==> config.mk <==
export PLATFORM = sky130hd
export DESIGN_NAME = ocr_regs
export DESIGN_NICKNAME = d
export VERILOG_FILES = /design/src/ocr_pkg.sv /design/src/ocr_regs.sv /design/src/ocr_serial_shift.sv
export SDC_FILE = /design/constraint.sdc
export NUM_CORES = 1
export LEC_CHECK = 0
export BUFFER_PORTS_ARGS = -buffer_cell sky130_fd_sc_hd__buf_2
export CAP_MARGIN = 30
export CORE_ASPECT_RATIO = 0.7
export CORE_MARGIN = 8
export CORE_UTILIZATION = 48
export CTS_CLUSTER_DIAMETER = 80
export DETAILED_ROUTE_END_ITERATION = 7
export HOLD_SLACK_MARGIN = 0.08
export PLACE_DENSITY = 0.7
export SLEW_MARGIN = 20
export SYNTH_ARGS = -nofsm -noshare
export SYNTH_HDL_FRONTEND = slang
export SYNTH_HIERARCHICAL = 1
export SYNTH_SLANG_ARGS = --single-unit
export TNS_END_PERCENT = 100
==> constraint.sdc <==
create_clock -name core_clk_in -period 3 [get_ports core_clk_in]
set_input_delay 0.45 -clock core_clk_in [delete_from_list [all_inputs] [get_ports core_clk_in]]
set_output_delay 0.45 -clock core_clk_in [all_outputs]
set_load 0.02 [all_outputs]
==> src/ocr_pkg.sv <==
// ocr_pkg: register map, field layout and reset values of the output config registers
package ocr_pkg;

  // register indices as printed; the byte address is four times the index
  localparam logic [7:0] OCR_IDX_RST_READOUT = 8'h00;
  localparam logic [7:0] OCR_IDX_STATUS      = 8'h01;
  localparam logic [7:0] OCR_IDX_CLK_DRIVE   = 8'h10;
  localparam logic [7:0] OCR_IDX_CUR_DRIVE   = 8'h11;
  localparam logic [7:0] OCR_IDX_TERM        = 8'h12;
  localparam logic [7:0] OCR_IDX_OFS_HOLD    = 8'h13;

  // register width and word address bit positions
  localparam int OCR_REG_W    = 8;
  localparam int OCR_BUS_W    = 32;
  localparam int OCR_IDX_LSB  = 2;

  // field positions
  localparam int OCR_READOUT_BIT  = 0;
  localparam int OCR_SWRST_BIT    = 1;
  localparam int OCR_CLKDRV_LSB   = 6;
  localparam int OCR_DATDRV_LSB   = 0;
  localparam int OCR_CURRENT_LSB  = 2;
  localparam int OCR_DOUBLE_LSB   = 4;
  localparam int OCR_CLKTERM_LSB  = 0;
  localparam int OCR_DATTERM_LSB  = 3;
  localparam int OCR_FREEZE_BIT   = 4;
  localparam int OCR_BUSY_BIT     = 0;
  localparam int OCR_SWRST_ST_BIT = 1;

  // writable bit masks; fixed-zero positions are dropped on write
  localparam logic [7:0] OCR_MASK_RST_READOUT = 8'h01;
  localparam logic [7:0] OCR_MASK_CLK_DRIVE   = 8'hc0;
  localparam logic [7:0] OCR_MASK_CUR_DRIVE   = 8'h3f;
  localparam logic [7:0] OCR_MASK_TERM        = 8'h3f;
  localparam logic [7:0] OCR_MASK_OFS_HOLD    = 8'h10;

  // defaults after power-on or software reset
  localparam logic [7:0] OCR_RST_VAL = 8'h00;

  // drive strength codes
  localparam logic [1:0] OCR_DRV_DEFAULT  = 2'h0;
  localparam logic [1:0] OCR_DRV_WEAKER   = 2'h1;
  localparam logic [1:0] OCR_DRV_MAXIMUM  = 2'h2;
  localparam logic [1:0] OCR_DRV_STRONGER = 2'h3;

  // current doubling codes
  localparam logic [1:0] OCR_DBL_NONE     = 2'h0;
  localparam logic [1:0] OCR_DBL_CLK      = 2'h1;
  localparam logic [1:0] OCR_DBL_BOTH     = 2'h2;

  // ahb transfer type msb marks nonseq or seq
  localparam int OCR_HTRANS_ACT_BIT = 1;
  localparam logic OCR_HRESP_OKAY   = 1'b0;

  // serial shifter states
  typedef enum logic [1:0] {OCR_SH_IDLE, OCR_SH_SHIFT} ocr_sh_state_t;

endpackage

==> src/ocr_regs.sv <==
// ocr_regs: ahb-lite output configuration register bank with offset hold loop
//
// Summary of operation
// - Writing one to reg 0x00 bit 1 restores all defaults; bit self-clears.
// - Reg 0x00 bit 0 high: readout off, output pin actively driven low.
// - Reg 0x00 bit 0 low: output pin shifts out data on reads.
// - Reg 0x10 bits 7:6 pick clock buffer drive strength.
// - Reg 0x11 bits 1:0 pick data buffer drive strength, same codes.
// - Reg 0x11 bits 5:4 code 01 doubles clock buffer current only.
// - Doubling code 10 doubles data and clock; code 11 undefined.
// - Reg 0x12 bits 5:3 pick data output termination, 000 none.
// - Reg 0x12 bits 2:0 pick clock output termination, same codes.
// - Reg 0x13 bit 4 high freezes offset estimate, still subtracted.
//
// The AHB-Lite slave port is this design's own decision.
`timescale 1ns/1ps
module ocr_regs #(
  parameter int SAMPLE_W  = 11,                 // converter sample width
  parameter int OFS_SHIFT = 8                   // offset loop time constant
) (
  input  wire logic                          core_clk_in,      // core clock
  input  wire logic                          sys_rst_in,       // sync reset, high
  input  wire logic                          hsel_in,          // ahb slave select
  input  wire logic [31:0]                   haddr_in,         // ahb address
  input  wire logic [1:0]                    htrans_in,        // ahb transfer type
  input  wire logic                          hwrite_in,        // ahb write
  input  wire logic [2:0]                    hsize_in,         // ahb size, word only
  input  wire logic [ocr_pkg::OCR_BUS_W-1:0] hwdata_in,        // ahb write data
  input  wire logic                          hready_in,        // ahb bus ready
  output logic                               hreadyout_out,    // ahb slave ready
  output logic [ocr_pkg::OCR_BUS_W-1:0]      hrdata_out,       // ahb read data
  output logic                               hresp_out,        // ahb response
  input  wire logic                          sample_valid_in,  // sample strobe
  input  wire logic [SAMPLE_W-1:0]           sample_in,        // signed sample
  output logic [SAMPLE_W:0]                  corrected_out,    // offset removed
  output logic                               corrected_vld_out, // result strobe
  output logic                               serial_out_pin_out, // readout pin level
  output logic                               serial_out_pin_oe_out, // pin enable
  output logic [1:0]                         clk_drive_out,    // clock buffer strength
  output logic [1:0]                         data_drive_out,   // data buffer strength
  output logic [1:0]                         lvds_current_out, // current level code
  output logic                               clk_double_out,   // clock current x2
  output logic                               data_double_out,  // data current x2
  output logic [2:0]                         data_term_out,    // data termination
  output logic [2:0]                         clk_term_out,     // clock termination
  output logic                               offset_frozen_out // loop on hold
);
  import ocr_pkg::*;

  localparam int ACC_W = SAMPLE_W + OFS_SHIFT;

  // index compare on the word address bits
  function automatic logic idx_hit(input logic [7:0] idx, input logic [31:0] addr);
    idx_hit = (addr[OCR_IDX_LSB +: OCR_REG_W] == idx) &&
              (addr[31:OCR_IDX_LSB+OCR_REG_W] == '0) &&
              (addr[OCR_IDX_LSB-1:0] == '0);
  endfunction

  // ---------------------------------------------------------------
  // ahb address phase capture
  // ---------------------------------------------------------------
  logic        wr_pend_r, wr_pend_nxt;
  logic [31:0] wr_addr_r, wr_addr_nxt;
  logic        addr_act;
  logic        rd_take;

  // a transfer is taken when selected, active and the bus is ready
  assign addr_act = hsel_in && htrans_in[OCR_HTRANS_ACT_BIT] && hready_in;
  assign rd_take  = addr_act && !hwrite_in;

  always_comb begin
    wr_pend_nxt = addr_act && hwrite_in;
    wr_addr_nxt = addr_act ? haddr_in : wr_addr_r;
  end

  always_ff @(posedge core_clk_in) begin
    if (sys_rst_in) begin
      wr_pend_r <= 1'b0;
      wr_addr_r <= '0;
    end else begin
      wr_pend_r <= wr_pend_nxt;
      wr_addr_r <= wr_addr_nxt;
    end
  end

  // ---------------------------------------------------------------
  // configuration registers
  // ---------------------------------------------------------------
  logic [7:0] rdo_r, rdo_nxt;           // readout control
  logic [7:0] clkdrv_r, clkdrv_nxt;     // clock output drive
  logic [7:0] curdrv_r, curdrv_nxt;     // current and data drive
  logic [7:0] term_r, term_nxt;         // termination select
  logic [7:0] hold_r, hold_nxt;         // offset hold control
  logic       swrst_r, swrst_nxt;       // one-cycle software reset pulse
  logic [7:0] wbyte;

  assign wbyte = hwdata_in[OCR_REG_W-1:0];

  // write in the data phase; every field of a word lands at once
  always_comb begin
    rdo_nxt    = rdo_r;
    clkdrv_nxt = clkdrv_r;
    curdrv_nxt = curdrv_r;
    term_nxt   = term_r;
    hold_nxt   = hold_r;
    swrst_nxt  = 1'b0;
    if (wr_pend_r) begin
      // fixed-zero bits are masked off so they always read zero
      if (idx_hit(OCR_IDX_RST_READOUT, wr_addr_r)) begin
        rdo_nxt   = wbyte & OCR_MASK_RST_READOUT;
        swrst_nxt = wbyte[OCR_SWRST_BIT];
      end else if (idx_hit(OCR_IDX_CLK_DRIVE, wr_addr_r)) begin
        clkdrv_nxt = wbyte & OCR_MASK_CLK_DRIVE;
      end else if (idx_hit(OCR_IDX_CUR_DRIVE, wr_addr_r)) begin
        curdrv_nxt = wbyte & OCR_MASK_CUR_DRIVE;
      end else if (idx_hit(OCR_IDX_TERM, wr_addr_r)) begin
        term_nxt = wbyte & OCR_MASK_TERM;
      end else if (idx_hit(OCR_IDX_OFS_HOLD, wr_addr_r)) begin
        hold_nxt = wbyte & OCR_MASK_OFS_HOLD;
      end
    end
    // software reset wins over the rest of the same write
    if (swrst_nxt) begin
      rdo_nxt    = OCR_RST_VAL;
      clkdrv_nxt = OCR_RST_VAL;
      curdrv_nxt = OCR_RST_VAL;
      term_nxt   = OCR_RST_VAL;
      hold_nxt   = OCR_RST_VAL;
    end
  end

  // the reset bit itself is never stored, only pulsed for a cycle
  always_ff @(posedge core_clk_in) begin
    if (sys_rst_in) begin
      rdo_r    <= OCR_RST_VAL;
      clkdrv_r <= OCR_RST_VAL;
      curdrv_r <= OCR_RST_VAL;
      term_r   <= OCR_RST_VAL;
      hold_r   <= OCR_RST_VAL;
      swrst_r  <= 1'b0;
    end else begin
      rdo_r    <= rdo_nxt;
      clkdrv_r <= clkdrv_nxt;
      curdrv_r <= curdrv_nxt;
      term_r   <= term_nxt;
      hold_r   <= hold_nxt;
      swrst_r  <= swrst_nxt;
    end
  end

  // ---------------------------------------------------------------
  // decoded buffer controls, registered so outputs come from flops
  // ---------------------------------------------------------------
  logic [1:0] dbl_code;
  logic       clk_dbl_nxt, data_dbl_nxt;

  assign dbl_code = curdrv_nxt[OCR_DOUBLE_LSB +: 2];

  // code 11 is undefined; it is stored but treated like no doubling
  always_comb begin
    clk_dbl_nxt  = 1'b0;
    data_dbl_nxt = 1'b0;
    case (dbl_code)
      OCR_DBL_CLK: begin
        clk_dbl_nxt = 1'b1;
      end
      OCR_DBL_BOTH: begin
        clk_dbl_nxt  = 1'b1;
        data_dbl_nxt = 1'b1;
      end
      default: begin
        clk_dbl_nxt  = 1'b0;
        data_dbl_nxt = 1'b0;
      end
    endcase
  end

  // drive, current and termination codes pass straight to the pads
  always_ff @(posedge core_clk_in) begin
    if (sys_rst_in) begin
      clk_drive_out     <= OCR_DRV_DEFAULT;
      data_drive_out    <= OCR_DRV_DEFAULT;
      lvds_current_out  <= '0;
      clk_double_out    <= 1'b0;
      data_double_out   <= 1'b0;
      data_term_out     <= '0;
      clk_term_out      <= '0;
      offset_frozen_out <= 1'b0;
    end else begin
      clk_drive_out     <= clkdrv_nxt[OCR_CLKDRV_LSB +: 2];
      data_drive_out    <= curdrv_nxt[OCR_DATDRV_LSB +: 2];
      lvds_current_out  <= curdrv_nxt[OCR_CURRENT_LSB +: 2];
      clk_double_out    <= clk_dbl_nxt;
      data_double_out   <= data_dbl_nxt;
      data_term_out     <= term_nxt[OCR_DATTERM_LSB +: 3];
      clk_term_out      <= term_nxt[OCR_CLKTERM_LSB +: 3];
      offset_frozen_out <= hold_nxt[OCR_FREEZE_BIT];
    end
  end

  // ---------------------------------------------------------------
  // offset correction loop
  // ---------------------------------------------------------------
  logic signed [ACC_W-1:0]  est_acc_r, est_acc_nxt;
  logic signed [ACC_W-1:0]  sample_ext;
  logic signed [SAMPLE_W-1:0] estimate;
  logic [SAMPLE_W:0]        corr_nxt;
  logic                     freeze;

  assign freeze     = hold_r[OCR_FREEZE_BIT];
  assign sample_ext = {{OFS_SHIFT{sample_in[SAMPLE_W-1]}}, sample_in};
  assign estimate   = est_acc_r[ACC_W-1:OFS_SHIFT];

  // leaky average of the samples; the divide by shift keeps it multiplier free
  always_comb begin
    est_acc_nxt = est_acc_r;
    if (swrst_r) begin
      est_acc_nxt = '0;
    end else if (sample_valid_in && !freeze) begin
      est_acc_nxt = est_acc_r + sample_ext - (est_acc_r >>> OFS_SHIFT);
    end
    // on hold the last estimate is still subtracted
    corr_nxt = {sample_in[SAMPLE_W-1], sample_in} - {estimate[SAMPLE_W-1], estimate};
  end

  always_ff @(posedge core_clk_in) begin
    if (sys_rst_in) begin
      est_acc_r         <= '0;
      corrected_out     <= '0;
      corrected_vld_out <= 1'b0;
    end else begin
      est_acc_r         <= est_acc_nxt;
      corrected_out     <= sample_valid_in ? corr_nxt : corrected_out;
      corrected_vld_out <= sample_valid_in;
    end
  end

  // ---------------------------------------------------------------
  // read path and bus answer
  // ---------------------------------------------------------------
  logic [7:0]           rd_byte;
  logic [7:0]           status_byte;
  logic [OCR_BUS_W-1:0] hrdata_nxt;
  logic                 sh_busy;

  // status shows shifter activity and the reset pulse
  always_comb begin
    status_byte                   = '0;
    status_byte[OCR_BUSY_BIT]     = sh_busy;
    status_byte[OCR_SWRST_ST_BIT] = swrst_r;
  end

  // read uses next values so a write just before a read is seen
  always_comb begin
    rd_byte = '0;
    if (idx_hit(OCR_IDX_RST_READOUT, haddr_in)) begin
      rd_byte = rdo_nxt;                          // reset bit reads zero
    end else if (idx_hit(OCR_IDX_STATUS, haddr_in)) begin
      rd_byte = status_byte;
    end else if (idx_hit(OCR_IDX_CLK_DRIVE, haddr_in)) begin
      rd_byte = clkdrv_nxt;
    end else if (idx_hit(OCR_IDX_CUR_DRIVE, haddr_in)) begin
      rd_byte = curdrv_nxt;
    end else if (idx_hit(OCR_IDX_TERM, haddr_in)) begin
      rd_byte = term_nxt;
    end else if (idx_hit(OCR_IDX_OFS_HOLD, haddr_in)) begin
      rd_byte = hold_nxt;
    end
    hrdata_nxt = rd_take ? {{(OCR_BUS_W-OCR_REG_W){1'b0}}, rd_byte} : '0;
  end

  // zero wait state slave; unmapped reads give zero, always okay
  always_ff @(posedge core_clk_in) begin
    if (sys_rst_in) begin
      hreadyout_out <= 1'b1;
      hrdata_out    <= '0;
      hresp_out     <= OCR_HRESP_OKAY;
    end else begin
      hreadyout_out <= 1'b1;
      hrdata_out    <= hrdata_nxt;
      hresp_out     <= OCR_HRESP_OKAY;
    end
  end

  // ---------------------------------------------------------------
  // serial readout pin
  // ---------------------------------------------------------------
  // an accepted read also leaves on the pin when readout is enabled and the shifter is idle; reads while it is busy are dropped
  ocr_serial_shift #(
    .BYTE_W      (OCR_REG_W)
  ) u_shift (
    .core_clk_in (core_clk_in),
    .sys_rst_in  (sys_rst_in),
    .disable_in  (rdo_r[OCR_READOUT_BIT]),
    .start_in    (rd_take),
    .byte_in     (rd_byte),
    .pin_out     (serial_out_pin_out),
    .pin_oe_out  (serial_out_pin_oe_out),
    .busy_out    (sh_busy)
  );

endmodule

==> src/ocr_serial_shift.sv <==
// ocr_serial_shift: serial readout pin driver, shifts a read byte out msb first
`timescale 1ns/1ps
module ocr_serial_shift #(
  parameter int BYTE_W = 8                 // bits per readout
) (
  input  wire logic              core_clk_in,   // core clock
  input  wire logic              sys_rst_in,    // sync reset, high
  input  wire logic              disable_in,    // readout disabled
  input  wire logic              start_in,      // read accepted pulse
  input  wire logic [BYTE_W-1:0] byte_in,       // value read
  output logic                   pin_out,       // serial_out_pin level
  output logic                   pin_oe_out,    // serial_out_pin enable
  output logic                   busy_out       // shift in progress
);
  import ocr_pkg::*;

  localparam int CNT_W = $clog2(BYTE_W + 1);

  ocr_sh_state_t     state_r, state_nxt;
  logic [BYTE_W-1:0] shreg_r, shreg_nxt;
  logic [CNT_W-1:0]  cnt_r, cnt_nxt;
  logic              pin_nxt, oe_nxt;

  // next state; a start while busy is dropped so a later read never tears a readout
  always_comb begin
    state_nxt = state_r;
    shreg_nxt = shreg_r;
    cnt_nxt   = cnt_r;
    pin_nxt   = 1'b0;
    oe_nxt    = 1'b0;
    case (state_r)
      OCR_SH_IDLE: begin
        if (start_in && !disable_in) begin
          state_nxt = OCR_SH_SHIFT;
          shreg_nxt = byte_in;
          cnt_nxt   = CNT_W'(BYTE_W);
        end
      end
      OCR_SH_SHIFT: begin
        shreg_nxt = {shreg_r[BYTE_W-2:0], 1'b0};
        cnt_nxt   = cnt_r - 1'b1;
        if (cnt_r == CNT_W'(1)) begin
          state_nxt = OCR_SH_IDLE;
        end
      end
      default: state_nxt = OCR_SH_IDLE;
    endcase
    if (disable_in) begin
      // pin held actively low, never released to high impedance
      state_nxt = OCR_SH_IDLE;
      oe_nxt    = 1'b1;
      pin_nxt   = 1'b0;
    end else if (state_nxt == OCR_SH_SHIFT) begin
      // register contents leave on the pin during a read
      oe_nxt    = 1'b1;
      pin_nxt   = shreg_nxt[BYTE_W-1];
    end
  end

  // registers; pin released after reset since readout defaults enabled
  always_ff @(posedge core_clk_in) begin
    if (sys_rst_in) begin
      state_r    <= OCR_SH_IDLE;
      shreg_r    <= '0;
      cnt_r      <= '0;
      pin_out    <= 1'b0;
      pin_oe_out <= 1'b0;
      busy_out   <= 1'b0;
    end else begin
      state_r    <= state_nxt;
      shreg_r    <= shreg_nxt;
      cnt_r      <= cnt_nxt;
      pin_out    <= pin_nxt;
      pin_oe_out <= oe_nxt;
      busy_out   <= (state_nxt == OCR_SH_SHIFT);
    end
  end

endmodule

==> run_results.csv, run 1 <==
group,metric,value,unit
drt,vias,6405,
floorplan,start_util,49.38,%
timing,timing_worst_slew_pin_value,639.3,ps
min_path,hold_path.class,"primary input to flop",
setup_path,cp-start-kind,"flop",
drt,drt-pass1-iter-count,5,
floorplan,core_area,14770,um^2
yosys,synth.distinct_cells,69,
drt,highest_layer,"met4",
drt,wire_per_inst,15.52,um
finish,drive_above_1_share,25.51,%
cts,cts.sinks,133,
grt,grt_pass1_vias,6226,
yosys,yosys.area.top_type,"dfxtp_1",
timing,setup_viol,0,
cts,htreeDepth,4,
setup_path,path_cells,"inv_1 -> ha_1 -> inv_1 -> ha_2 -> inv_1 -> fa_2 -> nor2b_4 -> o2111ai_2 -> nand3_2 -> nand3_2 -> o2111a_1 -> or4_4 -> a21o_1 -> a21oi_2",
yosys,synth_area_leaders,"dfxtp_1, nand2_1, ha_1",
finish,fin_util,61.50,%
pwr,p_per_area,939.6,nW/um^2
grt,grt_pass1_wl,30.97,mm
pwr,pwr-share-seq,23.9,%
yosys,synth-edff-count,0,
cts,clk_pin_slew,60,ps
floorplan,rows,37,
cts,clk_latency,410,ps
floorplan,die_h,119.1,um
drt,first_iter_violations,440,
job,cap_violations,0,
timing,fin_crit,2883,ps
yosys,synth_ff_type,"dfxtp_1",
pwr,switching_share,36.98,%
pwr,peakVddDrop,571.6,uV
setup_path,cpMaxStageDelayCell,"or4_4",
floorplan,ios,150,
setup_path,crit_top_cell,"inv_1",
yosys,async_flop_share,0,%
grt,globalRouteTotalUtil,19.52,%
finish,design_area,9082,um^2
placement,place_area,8313,um^2
setup_path,end_kind,"flop",
drt,wl_met1,9.838,mm
status,outcome,"completed",
yosys,synth_top_area_share,36.51,%
drt,vias_per_cell,5.190,
finish,synthToLayoutAreaGrowth,24.55,%
setup_path,crit_arrival,3210,ps
floorplan,dieArea,19450,um^2
cts,cts_tree,"built",
cts,cts_hold_buffers,0,
yosys,yosysWarnings,6,
timing,hold_viol,0,
yosys,yosysMostFrequentCell,"dfxtp_1",
timing,rsz0062_at_grt,"true",
timing,finalCritPeriodShare,96.10,%
timing,max_clock_freq,346.9,MHz
yosys,synth_commonest_cells,"dfxtp_1, nand2_1, inv_1",
setup_path,cp_num_buf_inv,3,
drt,wl,19.15,mm
grt,grt_max_degree,44,
yosys,synth-seq-cells,133,
placement,place.gp.congestion,0.8825,
timing,drv_slew,0,
setup_path,critical_path.max_fanout,2,
cts,cts_made_buffers,17,
floorplan,dieWidth,163.3,um
pwr,p_int,0.005379,W
cts,cts_root_buf,"clkbuf_16",
placement,detailed_place_hpwl,14.54,mm
yosys,syn_area,7292,um^2
pwr,p_leak,4.187,nW
yosys,syn_avg_cell_area,8.362,um^2
pwr,p_clk_share,24.4,%
grt,overflow,0,
timing,slew_headroom,56.99,%
drt,wl_met3,1.070,mm
yosys,netlist_instances,872,
pwr,combPwrFrac,51.7,%
finish,nets,1164,
setup_path,slowest_delay,420,ps
placement,port_buffers,95,
yosys,yosysSeqAreaShare,36.51,%
cts,clockBufferDepth,2,
drt,met2_length,8.035,mm
drt,drc,0,
grt,grt_antenna_before_repair,0,
timing,skew,12.81,ps
setup_path,crit_family,"adder cells",
drt,postRouteAntennaNets,0,
setup_path,worstPathRequired,3330,ps
setup_path,crit_type,"flop to flop",
pwr,p_switching,0.003156,W
finish,n_antenna_cell,0,
## power groups by stage
stage | Clock [W] | Combinational (W) | Sequential (W)
floorplan | 0 | 0.00244 | 0.00210
global placement | 0 | 0.00382 | 0.00207
detailed placement | 0 | 0.00387 | 0.00207
CTS | 0.00210 | 0.00405 | 0.00204
global route | 0.00218 | 0.00493 | 0.00206
finish | 0.00208 | 0.00441 | 0.00204
## through the flow
step / power [W] / setup slack, ps / hold WS [ps] / cells / TNS (ps)
after floorplan: 0.004536 / 2.309 / 431.9 / 896 / 0
after global placement: 0.005887 / -233.8 / 441.0 / 1197 / -1208
after detailed placement: 0.005946 / -267.7 / 445.1 / 1197 / -1442
after CTS: 0.008194 / -28.49 / 272.6 / 1232 / -28.49
after global routing: 0.009170 / -32.98 / 275.3 / 1234 / -43.14
final: 0.008534 / 117.1 / 283.4 / 1234 / 0
## path summary, 6_finish.rpt
path                    to  depth (start not counted)  slack, ps          from
max          est_acc_r[18]                         14        120  est_acc_r[0]
max reg2reg  est_acc_r[18]                         14        120  est_acc_r[0]
min           wr_addr_r[7]                          3        280   haddr_in[7]
min reg2reg   est_acc_r[4]                          2        450  est_acc_r[4]
## repair_timing
item / in CTS / in global routing
gates resized for setup: 8 / 25
pin swaps: 3 / 18
hold endpoints to repair: 0 / 0
setup endpoints to repair: 4 / 14
buffers inserted: 3 / 1
## flip-flops by register name, summed over array words and instances (netlist names), 2 cells and up
| signal | cells |
|---|---|
| u_shift/state_r | 2 |
| hold_r | 8 |
| clkdrv_r | 8 |
| u_shift/shreg_r | 8 |
| corrected_out | 12 |
| term_r | 8 |
| hrdata_out | 8 |
| u_shift/cnt_r | 4 |
| wr_addr_r | 32 |
| est_acc_r | 19 |
| rdo_r | 8 |
| curdrv_r | 8 |
## layout by cell type (no fill, tap or decap), types with 8 or more instances in the layout
cell type	count
dfxtp_1	128
nand2_1	113
buf_2	96
buf_4	86
inv_1	82
nor2_1	68
a21oi_1	67
and3_1	31
ha_1	28
conb_1	27
mux2i_1	19
fa_1	18
nand3_1	17
clkbuf_16	17
nor2b_1	15
nor3_1	15
o21ai_0	15
a21o_1	14
nor4_1	12
and2_1	10
or3_1	8
xnor2_1	8
## area by class of cell
cell class                 count  area (um^2)
clock buffer                  21        480.5
timing repair buffer         182         1126
clock inverter                11        112.6
multi-input combinational    609         4135
tap                          195        244.0
fill                        1329         5685
sequential                   133         2669
inverter                      83        315.3
## metal layers
metal / vias to the layer above / global-route usage (%)
met5: - / 0
met1: 2976 / 29.02
li1: 3234 / -
met2: 176 / 28.27
met3: 19 / 3.751
met4: 0 / 4.743
## tightest hold or removal path: stages
cell and delay (ps):
buf_2 100, nand2_1 50, a21oi_1 50
## logic make-up (layout without fill, tap and decap cells)
kind of cell | Yosys count | after routing | share of synthesized area, %
AND/OR/NAND/NOR | 329 | 329 | 22.34
AO/OA/AOI/OAI | 169 | 169 | 15.67
buffers and inverters | 154 | 297 | 10.28
flip-flops | 133 | 133 | 36.51
adder cells (fa/ha/maj) | 52 | 52 | 10.88
multiplexers | 19 | 19 | 2.608
XOR/XNOR | 13 | 13 | 1.561
other | 3 | 27 | 0.1544
Note: power is estimated with default switching activity, not from simulation.
==> inputs of run 2 (changes only) <==
--- a/config.mk
+++ b/config.mk
@@ -7,13 +7,15 @@
 export LEC_CHECK = 0
 export BUFFER_PORTS_ARGS = -buffer_cell sky130_fd_sc_hd__buf_2
 export CAP_MARGIN = 30
+export CELL_PAD_IN_SITES_DETAIL_PLACEMENT = 0
+export CELL_PAD_IN_SITES_GLOBAL_PLACEMENT = 1
 export CORE_ASPECT_RATIO = 0.7
 export CORE_MARGIN = 8
-export CORE_UTILIZATION = 48
+export CORE_UTILIZATION = 37
 export CTS_CLUSTER_DIAMETER = 80
 export DETAILED_ROUTE_END_ITERATION = 7
 export HOLD_SLACK_MARGIN = 0.08
-export PLACE_DENSITY = 0.7
+export PLACE_DENSITY = 0.73
 export SLEW_MARGIN = 20
 export SYNTH_ARGS = -nofsm -noshare
 export SYNTH_HDL_FRONTEND = slang
==> run_results.csv, run 2 (synthesis gave the netlist of run 1 again) <==
group,metric,value,unit
floorplan,dieWidth,183.8,um
min_path,hold_path.class,"primary input to flop",
timing,fin_crit,2992,ps
timing,finalCritPeriodShare,99.73,%
setup_path,crit_top_cell,"nand3_2",
drt,vias,6388,
finish,regMostFlops,"wr_addr_r",
setup_path,rrSetupSlack,8,ps
setup_path,end_kind,"flop",
timing,timing_worst_slew_pin_value,704.6,ps
floorplan,core_area,19580,um^2
status,outcome,"completed",
setup_path,cpMaxStageDelayCell,"or4_4",
finish,layout.cells.non_filler,1318,
floorplan,die_h,133.5,um
floorplan,ios,150,
finish,final_cell_mix,"dfxtp_1, nand2_1, buf_2, buf_4, inv_1",
finish,nets,1173,
timing,hold_viol,0,
grt,overflow,0,
setup_path,r2r-end,"est_acc_r[18]",
drt,vias_per_cell,4.847,
timing,max_clock_freq,334.2,MHz
cts,cts_made_buffers,17,
finish,drive_above_1_share,26.43,%
setup_path,crit_type,"flop to flop",
finish,synthToLayoutAreaGrowth,27.71,%
job,cap_violations,0,
min_path,hold_depth,3,
cts,cts_root_buf,"clkbuf_16",
grt,grt_antenna_before_repair,0,
pwr,p_switching,0.003168,W
placement,port_buffers,95,
timing,drv_slew,0,
cts,clockBufferDepth,2,
timing,setup_slack,8.135,ps
timing,skew,7.402,ps
pwr,p_clk_share,25.1,%
placement,dp_cells,1276,
pwr,p_int,0.005366,W
timing,tns,0,ps
cts,cts_tree,"built",
timing,rsz0062_at_grt,"true",
floorplan,start_util,37.23,%
placement,detailed_place_hpwl,15.77,mm
drt,drc,0,
drt,drt-pass1-iter-count,5,
placement,dpl_worst_slack,-304.6,ps
pwr,peakVddDrop,404.7,uV
setup_path,path_cells,"fa_1 -> buf_4 -> fa_2 -> nor2b_4 -> o2111ai_2 -> nand3_2 -> nand3_2 -> o2111a_2 -> or4_4 -> a21o_1 -> a21oi_1",
finish,nFillCells,1952,
pwr,p_per_area,916.4,nW/um^2
finish,top_regs,"wr_addr_r: 32 flops, est_acc_r: 19 flops, corrected_out: 12 flops",
setup_path,cp-start-kind,"flop",
min_path,hold_start,"haddr_in[20]",
setup_path,r2r_start,"est_acc_r[9]",
drt,first_iter_violations,448,
min_path,whs_endpoint,"wr_addr_r[20]",
grt,grt_pass1_vias,6047,
setup_path,worstPathRequired,3350,ps
timing,slew_headroom,53.03,%
pwr,pwr-share-seq,23.9,%
cts,htreeDepth,4,
floorplan,dieArea,24530,um^2
drt,wire_per_inst,15.83,um
pwr,combPwrFrac,51.0,%
setup_path,slowest_delay,520,ps
pwr,p_leak,4.235,nW
drt,postRouteAntennaNets,0,
setup_path,critical_path.max_fanout,3,
cts,clk_latency,420,ps
cts,cts.sinks,133,
timing,setup_viol,0,
floorplan,rows,43,
pwr,power,0.008534,W
placement,place.gp.congestion,0.8666,
setup_path,crit_arrival,3340,ps
cts,clk_pin_slew,60,ps
finish,final_common_cell,"dfxtp_1",
setup_path,reg2reg_depth,11,
grt,grt_pass1_wl,32.81,mm
finish,largest_register_ffs,32,
grt,globalRouteTotalUtil,16.99,%
finish,n_antenna_cell,0,
drt,wl,20.87,mm
pwr,switching_share,37.12,%
grt,grt_max_degree,63,
-- run 2: cell count changes in the layout (fill, tap and decap cells not counted), sizes merged --
cell and delta:
buf +9, clkbuf -3, inv -3, bufinv +2, clkinv +2, clkinvlp +2
-- run 2: layout make-up --
cell class	count	area, um^2	area share (%)
clock inverters	14	175.2	1.881
flip-flops and latches	133	2669	28.66
inverters	83	315.3	3.386
repair buffers	191	1221	13.11
well taps	270	337.8	3.628
clock buffers	18	429.2	4.608
multi-input cells	609	4165	44.73
-- run 2: power by group through the flow --
stage	registers [W]	clock network, W	logic, W
global route	0.00206	0.00227	0.00487
CTS	0.00203	0.00218	0.00398
global placement	0.00207	0	0.00378
floorplan	0.00210	0	0.00244
finish	0.00204	0.00214	0.00435
detailed placement	0.00207	0	0.00382
-- run 2: how the worst max path moves through the flow --
stage | from | endpoint | slack [ps] | cells after the start
after detailed placement | sample_in[1] | est_acc_r[18] | -300 | 12
after global routing | est_acc_r[0] | est_acc_r[18] | -100 | 14
after floorplan | sample_in[1] | est_acc_r[11] | 2 | 12
after CTS | est_acc_r[0] | est_acc_r[18] | -10 | 14
final | est_acc_r[9] | est_acc_r[18] | 8 | 11
after global placement | sample_in[1] | est_acc_r[18] | -290 | 12
-- run 2: per-layer routing --
layer	share of wire (%)	GRT usage, %	wire length [um]
met5	0	0	0
met4	0.79	4.424	165
met3	6.4	3.700	1338
met2	38	21.57	7862
met1	55	27.33	11500
-- run 2: critical path, delay by kind of cell, from the launching register on --
family | cells | cell delay, ps
compound gates | 4 | 720
fa+ha+maj | 2 | 860
buf+inv | 1 | 150
flops | 1 | 330
simple gates | 4 | 880
-- run 2: timing repair --
action | CTS | global route
hold buffers | 0 | 0
pin swaps | 3 | 18
gates resized for setup | 9 | 30
setup endpoints to repair | 8 | 15
buffers inserted | 1 | 9
-- run 2: metrics by stage --
step                util [%]  instance area [um^2]  hold slack (ps)
finish                 47.55                  9313            276.6
global route           47.55                  9313            277.6
CTS                    46.49                  9104            261.5
detailed placement     43.14                  8449            443.2
global placement       43.14                  8449            442.2
floorplan                  -                  7417            431.9
